--- config.mk ---
export PLATFORM = sky130hd
export DESIGN_NAME = rmu_remainder_unit
export DESIGN_NICKNAME = d
export VERILOG_FILES = /design/src/rtl/rmu_remainder_unit.v /design/src/rtl/rmu_sub_step.v /design/src/rtl/rmu_fp_unpack.v
export VERILOG_INCLUDE_DIRS = /design/src /design/src/rtl
export SDC_FILE = /design/constraint.sdc
export NUM_CORES = 2
export LEC_CHECK = 0
export BUFFER_PORTS_ARGS = -buffer_cell sky130_fd_sc_hd__buf_2
export CAP_MARGIN = 25
export CORE_ASPECT_RATIO = 1.75
export CORE_MARGIN = 3
export CORE_UTILIZATION = 35
export CTS_CLUSTER_DIAMETER = 30
export DETAILED_ROUTE_END_ITERATION = 7
export GPL_TIMING_DRIVEN = 0
export PLACE_DENSITY = 0.5
export SYNTH_ARGS = -nofsm -noshare
export SYNTH_HDL_FRONTEND = slang
export SYNTH_SLANG_ARGS = --single-unit
--- constraint.sdc ---
create_clock -name clk_sys -period 9.99 [get_ports clk_sys]
set_clock_uncertainty 0.15 [all_clocks]
set_input_delay 0.999 -clock clk_sys [delete_from_list [all_inputs] [get_ports clk_sys]]
set_output_delay 0.999 -clock clk_sys [all_outputs]
set_load 0.02 [all_outputs]
--- src/rtl/rmu_regs.vh ---
// register map, field positions and encodings of the remainder unit
`ifndef RMU_REGS_VH
`define RMU_REGS_VH
// register byte offsets
`define RMU_ADDR_CTRL       8'h00
`define RMU_ADDR_ASTAT      8'h04
`define RMU_ADDR_IRQ_STATUS 8'h08
`define RMU_ADDR_IRQ_CLEAR  8'h0C
`define RMU_ADDR_IRQ_ENABLE 8'h10
// arithmetic controls fields
`define RMU_CTRL_W          7
`define RMU_CTRL_RESET      7'h00
`define RMU_CTRL_NORM_BIT   6
// exception vector positions (bits 0..5 masked by ctrl bits 0..5)
`define RMU_EXC_INT_OVF     0
`define RMU_EXC_FLT_OVF     1
`define RMU_EXC_FLT_UNF     2
`define RMU_EXC_ZDIV        3
`define RMU_EXC_INVALID     4
`define RMU_EXC_INEXACT     5
`define RMU_EXC_RESERVED    6
`define RMU_EXC_ALIGN       7
// arithmetic status field positions
`define RMU_ASTAT_QS_LSB    3
`define RMU_ASTAT_EXC_LSB   8
// operation codes
`define RMU_OP_REMI         2'h0
`define RMU_OP_REMO         2'h1
`define RMU_OP_REMR         2'h2
`define RMU_OP_REMRL        2'h3
// exponent limits in the long-real scale
`define RMU_EMIN_LONG       13'h0001
`define RMU_EMAX_LONG       13'h07FE
`define RMU_EMIN_SHORT      13'h0381
`define RMU_EMAX_SHORT      13'h047E
`define RMU_SHORT_BIAS_ADJ  13'h0380
// default quiet NaN results
`define RMU_QNAN_LONG       64'h7FF8_0000_0000_0000
`define RMU_QNAN_SHORT      64'h0000_0000_7FC0_0000
`endif

--- src/rtl/rmu_remainder_unit.v ---
// integer and real remainder datapath with arithmetic controls and status
// Function
// - integer overflow only on signed form, mask clear, like signs, flipped result
// - long real register operands name the lower, even register of a pair
// - infinite divisor with finite or zero dividend returns the dividend
// - a zero real result carries the dividend sign
// - real remainder is exact when destination is as wide as sources
// - remainder is dividend minus truncated quotient times divisor
// - penultimate quotient bit to status bit 6, last to bit 5
// - next reduction quotient bit to bit 4; bit 3 if that remainder nonzero
// - denormal operand with normalizing mode set raises reserved-encoding fault
// - each floating exception faults only when its mask bit allows
// - finite nonzero dividend over zero divisor raises zero-divide; real zero over zero is invalid, integer raises zero-divide
// - infinite dividend or signaling NaN is invalid; quiet NaN gives NaN
// - result too large or too small raises overflow or underflow
// - result not exactly representable raises inexact
`timescale 1ns/100ps
`include "rmu_regs.vh"
module rmu_remainder_unit (
  // clock and reset
  input  wire        clk_sys,
  input  wire        rst,
  // issue side
  input  wire        issue_valid,
  input  wire [1:0]  issue_op,
  input  wire [63:0] divisor_operand,
  input  wire [63:0] dividend_operand,
  input  wire [2:0]  operand_in_reg,
  input  wire [4:0]  divisor_operand_reg_idx,
  input  wire [4:0]  dividend_operand_reg_idx,
  input  wire [4:0]  dst_reg_idx,
  output reg         issue_ready_q,
  // result side
  output reg         result_valid_q,
  output reg  [63:0] result_data_q,
  output reg  [7:0]  result_fault_q,
  // register port
  input  wire [7:0]  reg_addr,
  input  wire [31:0] reg_wdata,
  input  wire        reg_wr,
  input  wire        reg_rd,
  output reg  [31:0] reg_rdata_q,
  // interrupt
  output reg         irq_q
);
  localparam [5:0] ST_IDLE = 6'b000001;
  localparam [5:0] ST_INT  = 6'b000010;
  localparam [5:0] ST_PRE  = 6'b000100;
  localparam [5:0] ST_RED  = 6'b001000;
  localparam [5:0] ST_POST = 6'b010000;
  localparam [5:0] ST_FIN  = 6'b100000;

  reg  [5:0]  state_q;
  reg  [6:0]  ctrl_q;
  reg  [3:0]  qbits_q;
  reg  [7:0]  exc_q;
  reg  [1:0]  ists_q;
  reg  [1:0]  ien_q;
  reg         long_q;
  reg         sign_q;
  reg         sgn_in_q;
  reg         signed_q;
  reg         lost_q;
  reg  [53:0] rx_q;
  reg  [52:0] dy_q;
  reg  [31:0] dvd_q;
  reg  [12:0] ex_q;
  reg  [12:0] ey_q;
  reg  [12:0] cnt_q;

  wire        is_int;
  wire        is_long;
  wire        start;
  wire        xs, ys, xz, yz, xi, yi, xn, yn, xsn, ysn, xd, yd;
  wire [12:0] xe, ye;
  wire [52:0] xm, ym;

  // operand classification for dividend and divisor
  assign is_int  = ~issue_op[1];
  assign is_long = (issue_op == `RMU_OP_REMRL);
  assign start   = issue_valid & issue_ready_q & state_q[0];

  rmu_fp_unpack u_unpack_dvd (
    .val    (dividend_operand),
    .is_long(is_long),
    .sign   (xs),
    .exp    (xe),
    .mant   (xm),
    .zero   (xz),
    .inf    (xi),
    .nan    (xn),
    .snan   (xsn),
    .denorm (xd)
  );

  rmu_fp_unpack u_unpack_dsr (
    .val    (divisor_operand),
    .is_long(is_long),
    .sign   (ys),
    .exp    (ye),
    .mant   (ym),
    .zero   (yz),
    .inf    (yi),
    .nan    (yn),
    .snan   (ysn),
    .denorm (yd)
  );

  // shared reduction step: integer partial remainder or real mantissa
  wire [53:0] step_a;
  wire [53:0] step_b;
  wire        step_ge;
  wire [53:0] step_diff;

  assign step_a = state_q[1] ? {21'h0, rx_q[31:0], dvd_q[31]} : rx_q;
  assign step_b = state_q[1] ? {22'h0, dy_q[31:0]} : {1'b0, dy_q};

  rmu_sub_step #(.W(54)) u_step (
    .minuend   (step_a),
    .subtrahend(step_b),
    .ge        (step_ge),
    .diff      (step_diff)
  );

  // remainder after this step and the look-ahead reduction
  wire [53:0] rem_n;
  wire [53:0] rem_tw;
  wire [54:0] tw_full;
  wire        q_round;
  wire        q_sticky;

  assign rem_n    = step_ge ? step_diff : step_a;
  assign rem_tw   = {rem_n[52:0], 1'b0};
  assign tw_full  = {1'b0, rem_tw} - {2'b00, dy_q};
  assign q_round  = ~tw_full[54];
  assign q_sticky = q_round ? (tw_full[53:0] != 54'h0) : (rem_n != 54'h0);

  // integer result from the final step
  wire [31:0] imag;
  wire [31:0] ires;
  wire        iovf;

  assign imag = rem_n[31:0];
  assign ires = sign_q ? (32'h0 - imag) : imag;
  assign iovf = signed_q & ~ctrl_q[`RMU_EXC_INT_OVF] & (sign_q == sgn_in_q) &
                (ires != 32'h0) & (ires[31] != sign_q);

  // odd register index on a long operand
  wire        misalign;
  assign misalign = is_long & ((operand_in_reg[0] & divisor_operand_reg_idx[0]) |
                               (operand_in_reg[1] & dividend_operand_reg_idx[0]) |
                               (operand_in_reg[2] & dst_reg_idx[0]));

  // special operand classes resolved without reduction
  reg         spec_hit;
  reg  [63:0] spec_res;
  reg  [7:0]  spec_exc;
  reg  [3:0]  spec_q;
  wire [63:0] qnan;
  wire [63:0] nan_src;
  wire [63:0] nan_quiet;

  assign qnan      = is_long ? `RMU_QNAN_LONG : `RMU_QNAN_SHORT;
  assign nan_src   = xn ? dividend_operand : divisor_operand;
  assign nan_quiet = is_long ? (nan_src | 64'h0008_0000_0000_0000) :
                               {32'h0, nan_src[31:0] | 32'h0040_0000};

  always @* begin
    spec_hit = 1'b1;
    spec_res = qnan;
    spec_exc = 8'h00;
    spec_q   = 4'h0;
    if (misalign) begin
      spec_exc[`RMU_EXC_ALIGN] = 1'b1;
    end else if (xn | yn) begin
      spec_res = nan_quiet;
      spec_exc[`RMU_EXC_INVALID] = xsn | ysn;
    end else if (ctrl_q[`RMU_CTRL_NORM_BIT] & (xd | yd)) begin
      spec_exc[`RMU_EXC_RESERVED] = 1'b1;
    end else if (xi) begin
      spec_exc[`RMU_EXC_INVALID] = 1'b1;
    end else if (yz) begin
      spec_exc[`RMU_EXC_INVALID] = xz;
      spec_exc[`RMU_EXC_ZDIV]    = ~xz;
    end else if (yi | xz) begin
      spec_res = is_long ? dividend_operand : {32'h0, dividend_operand[31:0]};
      spec_q   = {3'b000, ~xz};
    end else begin
      spec_hit = 1'b0;
    end
  end

  // result packing in the destination format
  wire [12:0] emin;
  wire [12:0] emax;
  wire [12:0] sexp;
  wire [63:0] pack;
  wire [7:0]  fexc;

  assign emin = long_q ? `RMU_EMIN_LONG : `RMU_EMIN_SHORT;
  assign emax = long_q ? `RMU_EMAX_LONG : `RMU_EMAX_SHORT;
  assign sexp = rx_q[52] ? (ex_q - `RMU_SHORT_BIAS_ADJ) : 13'h0000;
  assign pack = long_q ? {sign_q, (rx_q[52] ? ex_q[10:0] : 11'h000), rx_q[51:0]} :
                {32'h0, sign_q, sexp[7:0], rx_q[51:29]};
  assign fexc = {2'b00,
                 lost_q | (~long_q & (rx_q[28:0] != 29'h0)), 2'b00,
                 ~rx_q[52] & (rx_q != 54'h0),
                 ($signed(ex_q) > $signed(emax)), 1'b0};

  // issue, reduction and completion sequencing
  always @(posedge clk_sys) begin
    if (rst) begin
      state_q        <= ST_IDLE;
      issue_ready_q  <= 1'b0;
      result_valid_q <= 1'b0;
      result_data_q  <= 64'h0;
      result_fault_q <= 8'h00;
      qbits_q        <= 4'h0;
      exc_q          <= 8'h00;
      long_q         <= 1'b0;
      sign_q         <= 1'b0;
      sgn_in_q       <= 1'b0;
      signed_q       <= 1'b0;
      lost_q         <= 1'b0;
      rx_q           <= 54'h0;
      dy_q           <= 53'h0;
      dvd_q          <= 32'h0;
      ex_q           <= 13'h0;
      ey_q           <= 13'h0;
      cnt_q          <= 13'h0;
    end else begin
      result_valid_q <= 1'b0;
      case (state_q)
        ST_IDLE: begin
          issue_ready_q <= 1'b1;
          if (start & is_int) begin
            // magnitudes of the operands, sign of the dividend kept
            signed_q      <= ~issue_op[0];
            sign_q        <= ~issue_op[0] & dividend_operand[31];
            sgn_in_q      <= ~issue_op[0] & divisor_operand[31];
            dvd_q         <= (~issue_op[0] & dividend_operand[31]) ?
                             (32'h0 - dividend_operand[31:0]) : dividend_operand[31:0];
            dy_q          <= {21'h0, (~issue_op[0] & divisor_operand[31]) ?
                             (32'h0 - divisor_operand[31:0]) : divisor_operand[31:0]};
            rx_q          <= 54'h0;
            cnt_q         <= 13'd31;
            if (divisor_operand[31:0] == 32'h0) begin
              result_valid_q <= 1'b1;
              result_data_q  <= {32'h0, dividend_operand[31:0]};
              exc_q          <= 8'h08;
              result_fault_q <= 8'h08 & ~{2'b00, ctrl_q[5:0]};
            end else begin
              issue_ready_q <= 1'b0;
              state_q       <= ST_INT;
            end
          end else if (start) begin
            long_q  <= is_long;
            sign_q  <= xs;
            lost_q  <= 1'b0;
            rx_q    <= {1'b0, xm};
            dy_q    <= ym;
            ex_q    <= xe;
            ey_q    <= ye;
            qbits_q <= spec_hit ? spec_q : 4'h0;
            if (spec_hit) begin
              result_valid_q <= 1'b1;
              result_data_q  <= spec_res;
              exc_q          <= spec_exc;
              result_fault_q <= spec_exc & ~{2'b00, ctrl_q[5:0]};
            end else begin
              issue_ready_q <= 1'b0;
              state_q       <= ST_PRE;
            end
          end
        end
        ST_INT: begin
          // one restoring division step per cycle, 32 in all
          rx_q  <= rem_n;
          dvd_q <= {dvd_q[30:0], 1'b0};
          cnt_q <= cnt_q - 13'd1;
          if (cnt_q == 13'd0) begin
            result_valid_q <= 1'b1;
            result_data_q  <= {32'h0, ires};
            exc_q          <= {7'h00, iovf};
            result_fault_q <= {7'h00, iovf};
            issue_ready_q  <= 1'b1;
            state_q        <= ST_IDLE;
          end
        end
        ST_PRE: begin
          // normalize unnormal mantissas so each step removes one bit
          if (~rx_q[52]) begin
            rx_q <= {rx_q[52:0], 1'b0};
            ex_q <= ex_q - 13'd1;
          end
          if (~dy_q[52]) begin
            dy_q <= {dy_q[51:0], 1'b0};
            ey_q <= ey_q - 13'd1;
          end
          if (rx_q[52] & dy_q[52]) begin
            cnt_q   <= ex_q - ey_q;
            state_q <= ST_RED;
          end
        end
        ST_RED: begin
          if (cnt_q[12]) begin
            // dividend below divisor: quotient zero, dividend is the remainder
            qbits_q <= {2'b00, (cnt_q == 13'h1FFF) & step_ge,
                        ~((cnt_q == 13'h1FFF) & step_ge & (step_diff == 54'h0))};
            state_q <= ST_POST;
          end else begin
            qbits_q[3:2] <= {qbits_q[2], step_ge};
            cnt_q        <= cnt_q - 13'd1;
            if (cnt_q == 13'd0) begin
              rx_q         <= rem_n;
              ex_q         <= ey_q;
              qbits_q[1:0] <= {q_round, q_sticky};
              state_q      <= ST_POST;
            end else begin
              rx_q <= rem_tw;
            end
          end
        end
        ST_POST: begin
          // renormalize, denormalizing below the format's least exponent
          if (rx_q == 54'h0) begin
            state_q <= ST_FIN;
          end else if ($signed(ex_q) < $signed(emin)) begin
            rx_q   <= {1'b0, rx_q[53:1]};
            lost_q <= lost_q | rx_q[0];
            ex_q   <= ex_q + 13'd1;
          end else if (~rx_q[52] & ($signed(ex_q) > $signed(emin))) begin
            rx_q <= {rx_q[52:0], 1'b0};
            ex_q <= ex_q - 13'd1;
          end else begin
            state_q <= ST_FIN;
          end
        end
        ST_FIN: begin
          result_valid_q <= 1'b1;
          result_data_q  <= pack;
          exc_q          <= fexc;
          result_fault_q <= fexc & ~{2'b00, ctrl_q[5:0]};
          issue_ready_q  <= 1'b1;
          state_q        <= ST_IDLE;
        end
        default: begin
          state_q       <= ST_IDLE;
          issue_ready_q <= 1'b0;
        end
      endcase
    end
  end

  // register writes, sticky events and interrupt level
  always @(posedge clk_sys) begin
    if (rst) begin
      ctrl_q <= `RMU_CTRL_RESET;
      ists_q <= 2'b00;
      ien_q  <= 2'b00;
      irq_q  <= 1'b0;
    end else begin
      if (reg_wr & (reg_addr == `RMU_ADDR_CTRL)) begin
        ctrl_q <= reg_wdata[6:0];
      end
      if (reg_wr & (reg_addr == `RMU_ADDR_IRQ_ENABLE)) begin
        ien_q <= reg_wdata[1:0];
      end
      // a new event wins over a clear in the same cycle
      ists_q <= (ists_q & ~((reg_wr & (reg_addr == `RMU_ADDR_IRQ_CLEAR)) ?
                            reg_wdata[1:0] : 2'b00)) |
                {result_valid_q & (result_fault_q != 8'h00), result_valid_q};
      irq_q  <= |(ists_q & ien_q);
    end
  end

  // read data one cycle after the read strobe
  always @(posedge clk_sys) begin
    if (rst) begin
      reg_rdata_q <= 32'h0;
    end else if (reg_rd) begin
      case (reg_addr)
        `RMU_ADDR_CTRL:       reg_rdata_q <= {25'h0, ctrl_q};
        `RMU_ADDR_ASTAT:      reg_rdata_q <= {16'h0, exc_q, 1'b0, qbits_q, 3'b000};
        `RMU_ADDR_IRQ_STATUS: reg_rdata_q <= {30'h0, ists_q};
        `RMU_ADDR_IRQ_ENABLE: reg_rdata_q <= {30'h0, ien_q};
        default:              reg_rdata_q <= 32'h0;
      endcase
    end else begin
      reg_rdata_q <= 32'h0;
    end
  end
endmodule

--- src/rtl/rmu_sub_step.v ---
// compare-and-subtract step shared by the integer and real reductions
`timescale 1ns/100ps
module rmu_sub_step #(
  parameter W = 54
) (
  // operands
  input  wire [W-1:0] minuend,
  input  wire [W-1:0] subtrahend,
  // results
  output wire         ge,
  output wire [W-1:0] diff
);
  wire [W:0] full;

  // borrow out clear means minuend >= subtrahend
  assign full = {1'b0, minuend} - {1'b0, subtrahend};
  assign ge   = ~full[W];
  assign diff = full[W-1:0];
endmodule

--- src/rtl/rmu_fp_unpack.v ---
// splits a short or long real operand into class flags, exponent and mantissa
`timescale 1ns/100ps
`include "rmu_regs.vh"
module rmu_fp_unpack (
  // operand
  input  wire [63:0] val,
  input  wire        is_long,
  // fields in the long-real scale
  output wire        sign,
  output wire [12:0] exp,
  output wire [52:0] mant,
  // classes
  output wire        zero,
  output wire        inf,
  output wire        nan,
  output wire        snan,
  output wire        denorm
);
  wire [10:0] e11;
  wire [51:0] f52;
  wire        e_max;
  wire        e_zero;

  // short reals are widened exactly into the long layout
  assign e11    = is_long ? val[62:52] : {3'h0, val[30:23]};
  assign f52    = is_long ? val[51:0] : {val[22:0], 29'h0000_0000};
  assign sign   = is_long ? val[63] : val[31];
  assign e_max  = is_long ? (&val[62:52]) : (&val[30:23]);
  assign e_zero = (e11 == 11'h000);
  // denormals take the smallest exponent and no hidden bit
  assign exp    = (e_zero ? 13'h0001 : {2'b00, e11}) +
                  (is_long ? 13'h0000 : `RMU_SHORT_BIAS_ADJ);
  assign mant   = {~e_zero, f52};
  assign zero   = e_zero & (f52 == 52'h0);
  assign denorm = e_zero & (f52 != 52'h0);
  assign inf    = e_max & (f52 == 52'h0);
  assign nan    = e_max & (f52 != 52'h0);
  assign snan   = nan & ~f52[51];
endmodule

---- After elaboration in Yosys (flattened, before gate mapping) ----
Cells that the tools add are included.
operators by class
  equality and inequality tests ........... 34
  $lt $le $gt $ge ......................... 3
  $add $sub $neg .......................... 13
  muxes and demuxes ....................... 141
  bitwise gates (word level) .............. 65
  reduce and logical (&&, ||, !) cells .... 51
operators with widths
  kind                                                                   number
  64-bit two-way mux                                                     15
  54-bit two-way mux                                                     10
  54-bit case mux with 5 select lines                                    1
  53-bit two-way mux                                                     4
  64-bit case mux with 3 select lines                                    1
  13-bit two-way mux                                                     14
  54-bit nonzero test                                                    3
  32-bit two-way mux                                                     4
  54-bit by 53-bit subtractor with 55-bit output                         2
  54-bit logical NOT                                                     2
  53-bit case mux with 2 select lines                                    1
  52-bit logical NOT                                                     2
  52-bit two-way mux                                                     2
  13-bit case mux with 4 select lines                                    2
  52-bit nonzero test                                                    2
  1-bit by 32-bit subtractor with 32-bit output (first input constant)   3
  8-bit two-way mux                                                      10
  6-bit two-way mux                                                      11
  16-bit case mux with 4 select lines                                    1
  32-bit case mux with 2 select lines                                    1
  63-bit two-way mux                                                     1
  11-bit two-way mux                                                     5
  8-bit case mux with 3 select lines                                     2
  13-bit by 1-bit subtractor with 13-bit output (second input constant)  3
  62 further kinds                                                       205
storage, ports and cells
  output and inout port bits .............. 107
  register bits after elaboration ......... 319
  bits of input ports ..................... 193

---- Logic depth before layout (Yosys ltp) ----
  word-level depth ........................ 15
  gate-level depth with buffers ........... 36
  gate-level depth less buffers ........... 27

---- Cells and area by module ----
A second synthesis with hierarchy kept.
second synthesis, totals
  cell total of the unflattened synthesis .. 4049
  area, all modules ....................... 29508.3 um^2
by module, submodules not included
  module              cells each  area an instance (um^2)  times used
  rmu_remainder_unit  3276        24190.7                  1
  rmu_sub_step        503         3293.2                   1
  rmu_fp_unpack       135         1012.2                   2

---- Least setup slack after synthesis ----
No wires, ideal clock.
  path kind ............................... reg-to-reg
  from .................................... register state_q[1]
  to ...................................... register qbits_q[0]
  arrival ................................. 7.504 ns
  cell stages (with the launch flop) ...... 34
  required time ........................... 9.713 ns
  clock period less this slack ............ 7.781 ns
  path slack .............................. 2.209 ns
  cells stage by stage .................... dfxtp_1 -> buf_2 -> buf_2 -> buf_2 -> buf_2 -> buf_2 -> clkbuf_1 -> clkbuf_1 -> nand2b_1 -> ha_1 -> buf_6 -> a21oi_2 -> o21ai_2 -> a2111oi_4 -> nand2_1 -> o31a_1 -> buf_6 -> buf_8 -> buf_2 -> buf_2 -> a21oi_2 -> ha_1 -> and4b_1 -> a2111oi_0 -> nor3_1 -> o311ai_1 -> and3b_1 -> o21bai_1 -> a2111oi_0 -> nand4_1 -> nor4_1 -> o2111ai_1 -> o32ai_1 -> o22ai_1
between the ends
  word-level cells in the longest chain between the ends .. 9
RTL lines
  what                                                      line                                                source
  from (decl)                                               rmu_remainder_unit.v:53                             reg [5:0] state_q;
  from (signal assigned)                                    rmu_remainder_unit.v:213                            state_q <= ST_IDLE;
  from (signal assigned)                                    rmu_remainder_unit.v:254                            state_q <= ST_INT;
  from (signal assigned)                                    rmu_remainder_unit.v:272                            state_q <= ST_PRE;
  54-bit two-way mux or 53-bit two-way mux (tied branches)  rmu_remainder_unit.v:115, rmu_remainder_unit.v:116
  54-bit by 53-bit subtractor with 55-bit output            rmu_sub_step.v:16                                   assign full = {1'b0, minuend} - {1'b0, subtrahend};
  54-bit two-way mux                                        rmu_remainder_unit.v:132                            assign rem_n = step_ge ? step_diff : step_a;
  54-bit by 53-bit subtractor with 55-bit output            rmu_remainder_unit.v:134                            assign tw_full = {1'b0, rem_tw} - {2'b00, dy_q};
  54-bit nonzero test                                       rmu_remainder_unit.v:136                            assign q_sticky = q_round ? (tw_full[53:0] != 54'h0) : (rem_n != 54'h0);
  1-bit two-way mux                                         rmu_remainder_unit.v:136
  2-bit two-way mux                                         rmu_remainder_unit.v:314                            if (cnt_q == 13'd0) begin
  4-bit two-way mux                                         rmu_remainder_unit.v:306                            if (cnt_q[12]) begin
  4-bit case mux with 2 select lines                        rmu_remainder_unit.v:233                            case (state_q)
  to (signal assigned)                                      rmu_remainder_unit.v:264                            qbits_q <= spec_hit ? spec_q : 4'h0;
  to (signal assigned)                                      rmu_remainder_unit.v:308                            qbits_q <= {2'b00, (cnt_q == 13'h1FFF) & step_ge,
  to (signal assigned)                                      rmu_remainder_unit.v:317                            qbits_q[1:0] <= {q_round, q_sticky};
  to (decl)                                                 rmu_remainder_unit.v:55                             reg [3:0] qbits_q;
Several ways; a longest one is shown, not always the timed one. The select of a mux whose other input is x is not followed.
A chain may end at the register's enable or synchronous reset.

---- Worst setup path after layout ----
Ends and elaborated chain as after synthesis.

==> tab_implementation.tex <==
\begin{tabular}{lr}
\hline
Metric & Value \\
\hline
\multicolumn{2}{l}{\textbf{Status}} \\
\quad Outcome & complete, but fails checks \\
\quad Failing checks & design-rule violations \\
\multicolumn{2}{l}{\textbf{Setup path}} \\
\quad Cell mode on critical path & sky130\_fd\_sc\_hd\_\_buf\_6 \\
\quad Critical path capture point type & flop \\
\quad Kind of launch point of the worst setup path & flop \\
\quad Worst endpoint data arrival time & 10.34 ns \\
\quad Critical path start-end classification & flop to flop \\
\quad Cell with the biggest individual delay on the critical path & sky130\_fd\_sc\_hd\_\_o311ai\_2 \\
\quad WP data required & 10.41 ns \\
\quad Slowest Stage Delay on Critical Path & 0.59 ns \\
\quad Peak fanout along the critical path & 10 \\
\multicolumn{2}{l}{\textbf{Logic synthesis}} \\
\quad Post-synthesis average cell area & 7.168 um2 \\
\quad Cells taking the most area after synthesis & sky130\_fd\_sc\_hd\_\_dfxtp\_1, sky130\_fd\_sc\_hd\_\_ha\_1, sky130\_fd\_sc\_hd\_\_nor2\_1 \\
\quad Fraction of synthesized cell area taken by the top area cell type & 20.08\% \\
\quad Flop and latch count out of synthesis & 299 \\
\quad Biggest area consumer among synthesized cells & sky130\_fd\_sc\_hd\_\_dfxtp\_1 \\
\quad Synthesized instance count & 4,158 \\
\quad Flip-flop cell with the highest count after synthesis & sky130\_fd\_sc\_hd\_\_dfxtp\_1 \\
\quad Part of the Yosys area used for sequential elements & 20.08\% \\
\quad Library cell with the highest instance count after synthesis & sky130\_fd\_sc\_hd\_\_nor2\_1 \\
\quad Number of warning messages in the yosys log & 0 \\
\quad Synth top cells by count & sky130\_fd\_sc\_hd\_\_nor2\_1, sky130\_fd\_sc\_hd\_\_nand2\_1, sky130\_fd\_sc\_hd\_\_dfxtp\_1, sky130\_fd\_sc\_hd\_\_a21oi\_1, sky130\_fd\_sc\_hd\_\_clkbuf\_1 \\
\quad Share of synthesized registers carrying an async set or reset & 0\% \\
\quad Mapped Area & 29,800 um2 \\
\quad Post-synth EDFFs & 0 \\
\quad Distinct cells, synth & 117 \\
\multicolumn{2}{l}{\textbf{STA}} \\
\quad Post-route setup TNS & 0 ns \\
\quad Final setup violation count & 0 \\
\quad Fin. Hold Viols & 0 \\
\quad Top achievable clock speed & 100.8 MHz \\
\quad Final worst path period need & 9.918 ns \\
\quad Final slew viol count & 0 \\
\quad Worst-margin pin slew & 1.290 ns \\
\quad Final Cycle Share & 99.28\% \\
\quad Remaining max-slew budget at the tightest pin & 14.02\% \\
\multicolumn{2}{l}{\textbf{Run}} \\
\quad Max Cap Viol & 0 \\
\multicolumn{2}{l}{\textbf{Layout}} \\
\quad Fraction of final layout cells with drive strength greater than 1 & 14.27\% \\
\quad Final layout net count & 4,842 \\
\quad Area growth syn-to-layout & 19.54\% \\
\multicolumn{2}{l}{\textbf{Worst hold path}} \\
\quad Tightest Hold Check Type & flop to flop \\
\multicolumn{2}{l}{\textbf{Clock tree}} \\
\quad H-tree levels & 2 \\
\quad Clock latency on the worst-skew pair & 0.72 ns \\
\quad Clock transition time at the flip-flop clock pins of the worst setup and hold paths & 0.06 ns \\
\quad Number of hold buffers added after CTS & 0 \\
\quad Sinks on Clock Net & 299 \\
\quad Number of buffers added by the clock tree synthesis step & 60 \\
\quad Clock tree from TritonCTS & yes \\
\quad Largest buffer count on any clock path & 3 \\
\quad Buffer type at the clock tree root & sky130\_fd\_sc\_hd\_\_clkbuf\_16 \\
\multicolumn{2}{l}{\textbf{Place}} \\
\quad Final weighted congestion of routability-driven global placement & 1.119 \\
\quad Detail Placement HPWL & 181,600 um \\
\quad Input/output buffers & 216 \\
\multicolumn{2}{l}{\textbf{Detailed routing}} \\
\quad Number of remaining DRC errors & 24 \\
\quad Post-DR wirelength/cell & 39.56 um \\
\quad Number of nets with antenna violations after detailed routing & 0 \\
\quad Number of violations reported at the end of detailed-routing iteration 0 & 4,593 \\
\quad Vias per cell & 6.836 \\
\quad Iteration count of the initial detailed-routing pass & 8 \\
\quad Via count & 38,580 \\
\quad Final wirelength & 223,300 um \\
\multicolumn{2}{l}{\textbf{Global routing}} \\
\quad Number of global-route vias before repair & 37,740 \\
\quad Initial antenna violation count & 14 \\
\quad Global routing met3 resource utilization & 11.86\% \\
\quad Busiest grt layer & met2 \\
\quad GRT overflow & 0 \\
\quad Met2 Resource Use GR & 79.77\% \\
\quad Fraction of met1 tracks used by global routing & 48.33\% \\
\quad Total global-route track usage & 49.17\% \\
\quad Pin count of the biggest net entering global routing & 19 \\
\quad First-pass GRT wire length & 304,000 um \\
\multicolumn{2}{l}{\textbf{Die}} \\
\quad Die height & 392.0 um \\
\quad Area of the die & 88,830 um2 \\
\quad Effective utilization at floorplan & 35.27\% \\
\quad Top Ports & 300 \\
\quad Placement row count & 141 \\
\quad Die X-Extent & 226.6 um \\
\quad Area of the core & 84,500 um2 \\
\hline
\end{tabular}
timing repair:
item	4_1_cts	5_1_grt
cloned	0	0
pin swaps	8	8
resized for setup	67	47
endpoints found under the setup margin	17	2
buffers inserted	10	4
layer usage:
metal	vias to the layer above	share of wire (%)
li1	16410	-
met1	18620	32
met2	2462	45
met3	1094	7.7
met4	4	15
met5	-	0.013
sequential cells by signal (all words and copies together) (netlist names), 2 cells and up:
signal / count
state_q: 6
ey_q: 13
result_fault_q: 8
dvd_q: 32
qbits_q: 4
result_data_q: 64
cnt_q: 13
ex_q: 13
ctrl_q: 7
dy_q: 53
ien_q: 2
ists_q: 2
exc_q: 5
reg_rdata_q: 15
rx_q: 54
critical path: cells and delay by family (launching register included):
family / cells / cell delay (ns)
and+or+nand+nor: 8 / 2.13
adders and majority gates: 2 / 0.63
AOI/OAI and AO/OA: 12 / 3.68
buffers and inverters: 12 / 2.58
DFF: 1 / 0.50
cell usage in the layout (no fill, tap or decap), types with 74 or more instances in the layout:
cell type,instances
sky130_fd_sc_hd__a222oi_1,108
sky130_fd_sc_hd__clkbuf_1,250
sky130_fd_sc_hd__nor3_1,137
sky130_fd_sc_hd__nand3_1,83
sky130_fd_sc_hd__nand2_1,434
sky130_fd_sc_hd__inv_1,161
sky130_fd_sc_hd__a221oi_1,93
sky130_fd_sc_hd__a21o_1,75
sky130_fd_sc_hd__o21ai_0,230
sky130_fd_sc_hd__ha_1,134
sky130_fd_sc_hd__dfxtp_1,298
sky130_fd_sc_hd__xnor2_1,80
sky130_fd_sc_hd__nand4_1,74
sky130_fd_sc_hd__mux2i_1,75
sky130_fd_sc_hd__nor2_1,450
sky130_fd_sc_hd__a21oi_1,276
sky130_fd_sc_hd__buf_2,247
kinds of logic (layout without fill, tap and decap cells):
kind of cell    count (synthesis)  count (layout)  share of synthesized area, %
compound gates               1373            1373                         32.87
xor+xnor                      134             134                         3.938
other cells                     1              28                       0.01258
mux                           125             125                         4.441
fa+ha+maj                     141             141                         5.961
buf+inv                       508             895                         7.103
flops                         299             299                         20.08
simple gates                 1577            1577                         25.59
area by class of cell:
type | instances | area, um2
plain buffers | 342 | 1578
multi-input cells | 3367 | 22120
diodes | 11 | 27.53
clock inverters | 43 | 565.5
fillers | 9274 | 48880
flip-flops and latches | 299 | 5987
clock buffers | 71 | 1613
well taps | 1072 | 1341
inverters | 161 | 604.3
repair buffers | 278 | 1790
through the flow:
step | area (um2) | setup slack, ns | hold WS (ns) | instances | util (%)
floorplan | 29860 | 2.209 | 0.2796 | 4174 | -
global placement | 32290 | -5.151 | 0.2896 | 5462 | 38.21
detailed placement | 32730 | -4.051 | 0.2947 | 5500 | 38.73
CTS | 35230 | 0.009231 | 0.3013 | 5622 | 41.69
global route | 35600 | -0.002928 | 0.3172 | 5634 | 42.13
finish | 35630 | 0.07160 | 0.3060 | 5644 | 42.16
worst paths after layout:
path / from / to / slack (ns) / cells after the start
hold / removal: exc_q[5] / exc_q[5] / 0.31 / 2
setup reg to reg: state_q[1] / qbits_q[0] / 0.07 / 34
hold reg to reg: exc_q[5] / exc_q[5] / 0.31 / 2
setup / recovery: state_q[1] / qbits_q[0] / 0.07 / 34
Power is left out: the tool's default activity adds up to more than one toggle a clock period on the data nets, which glitch-free logic cannot reach.
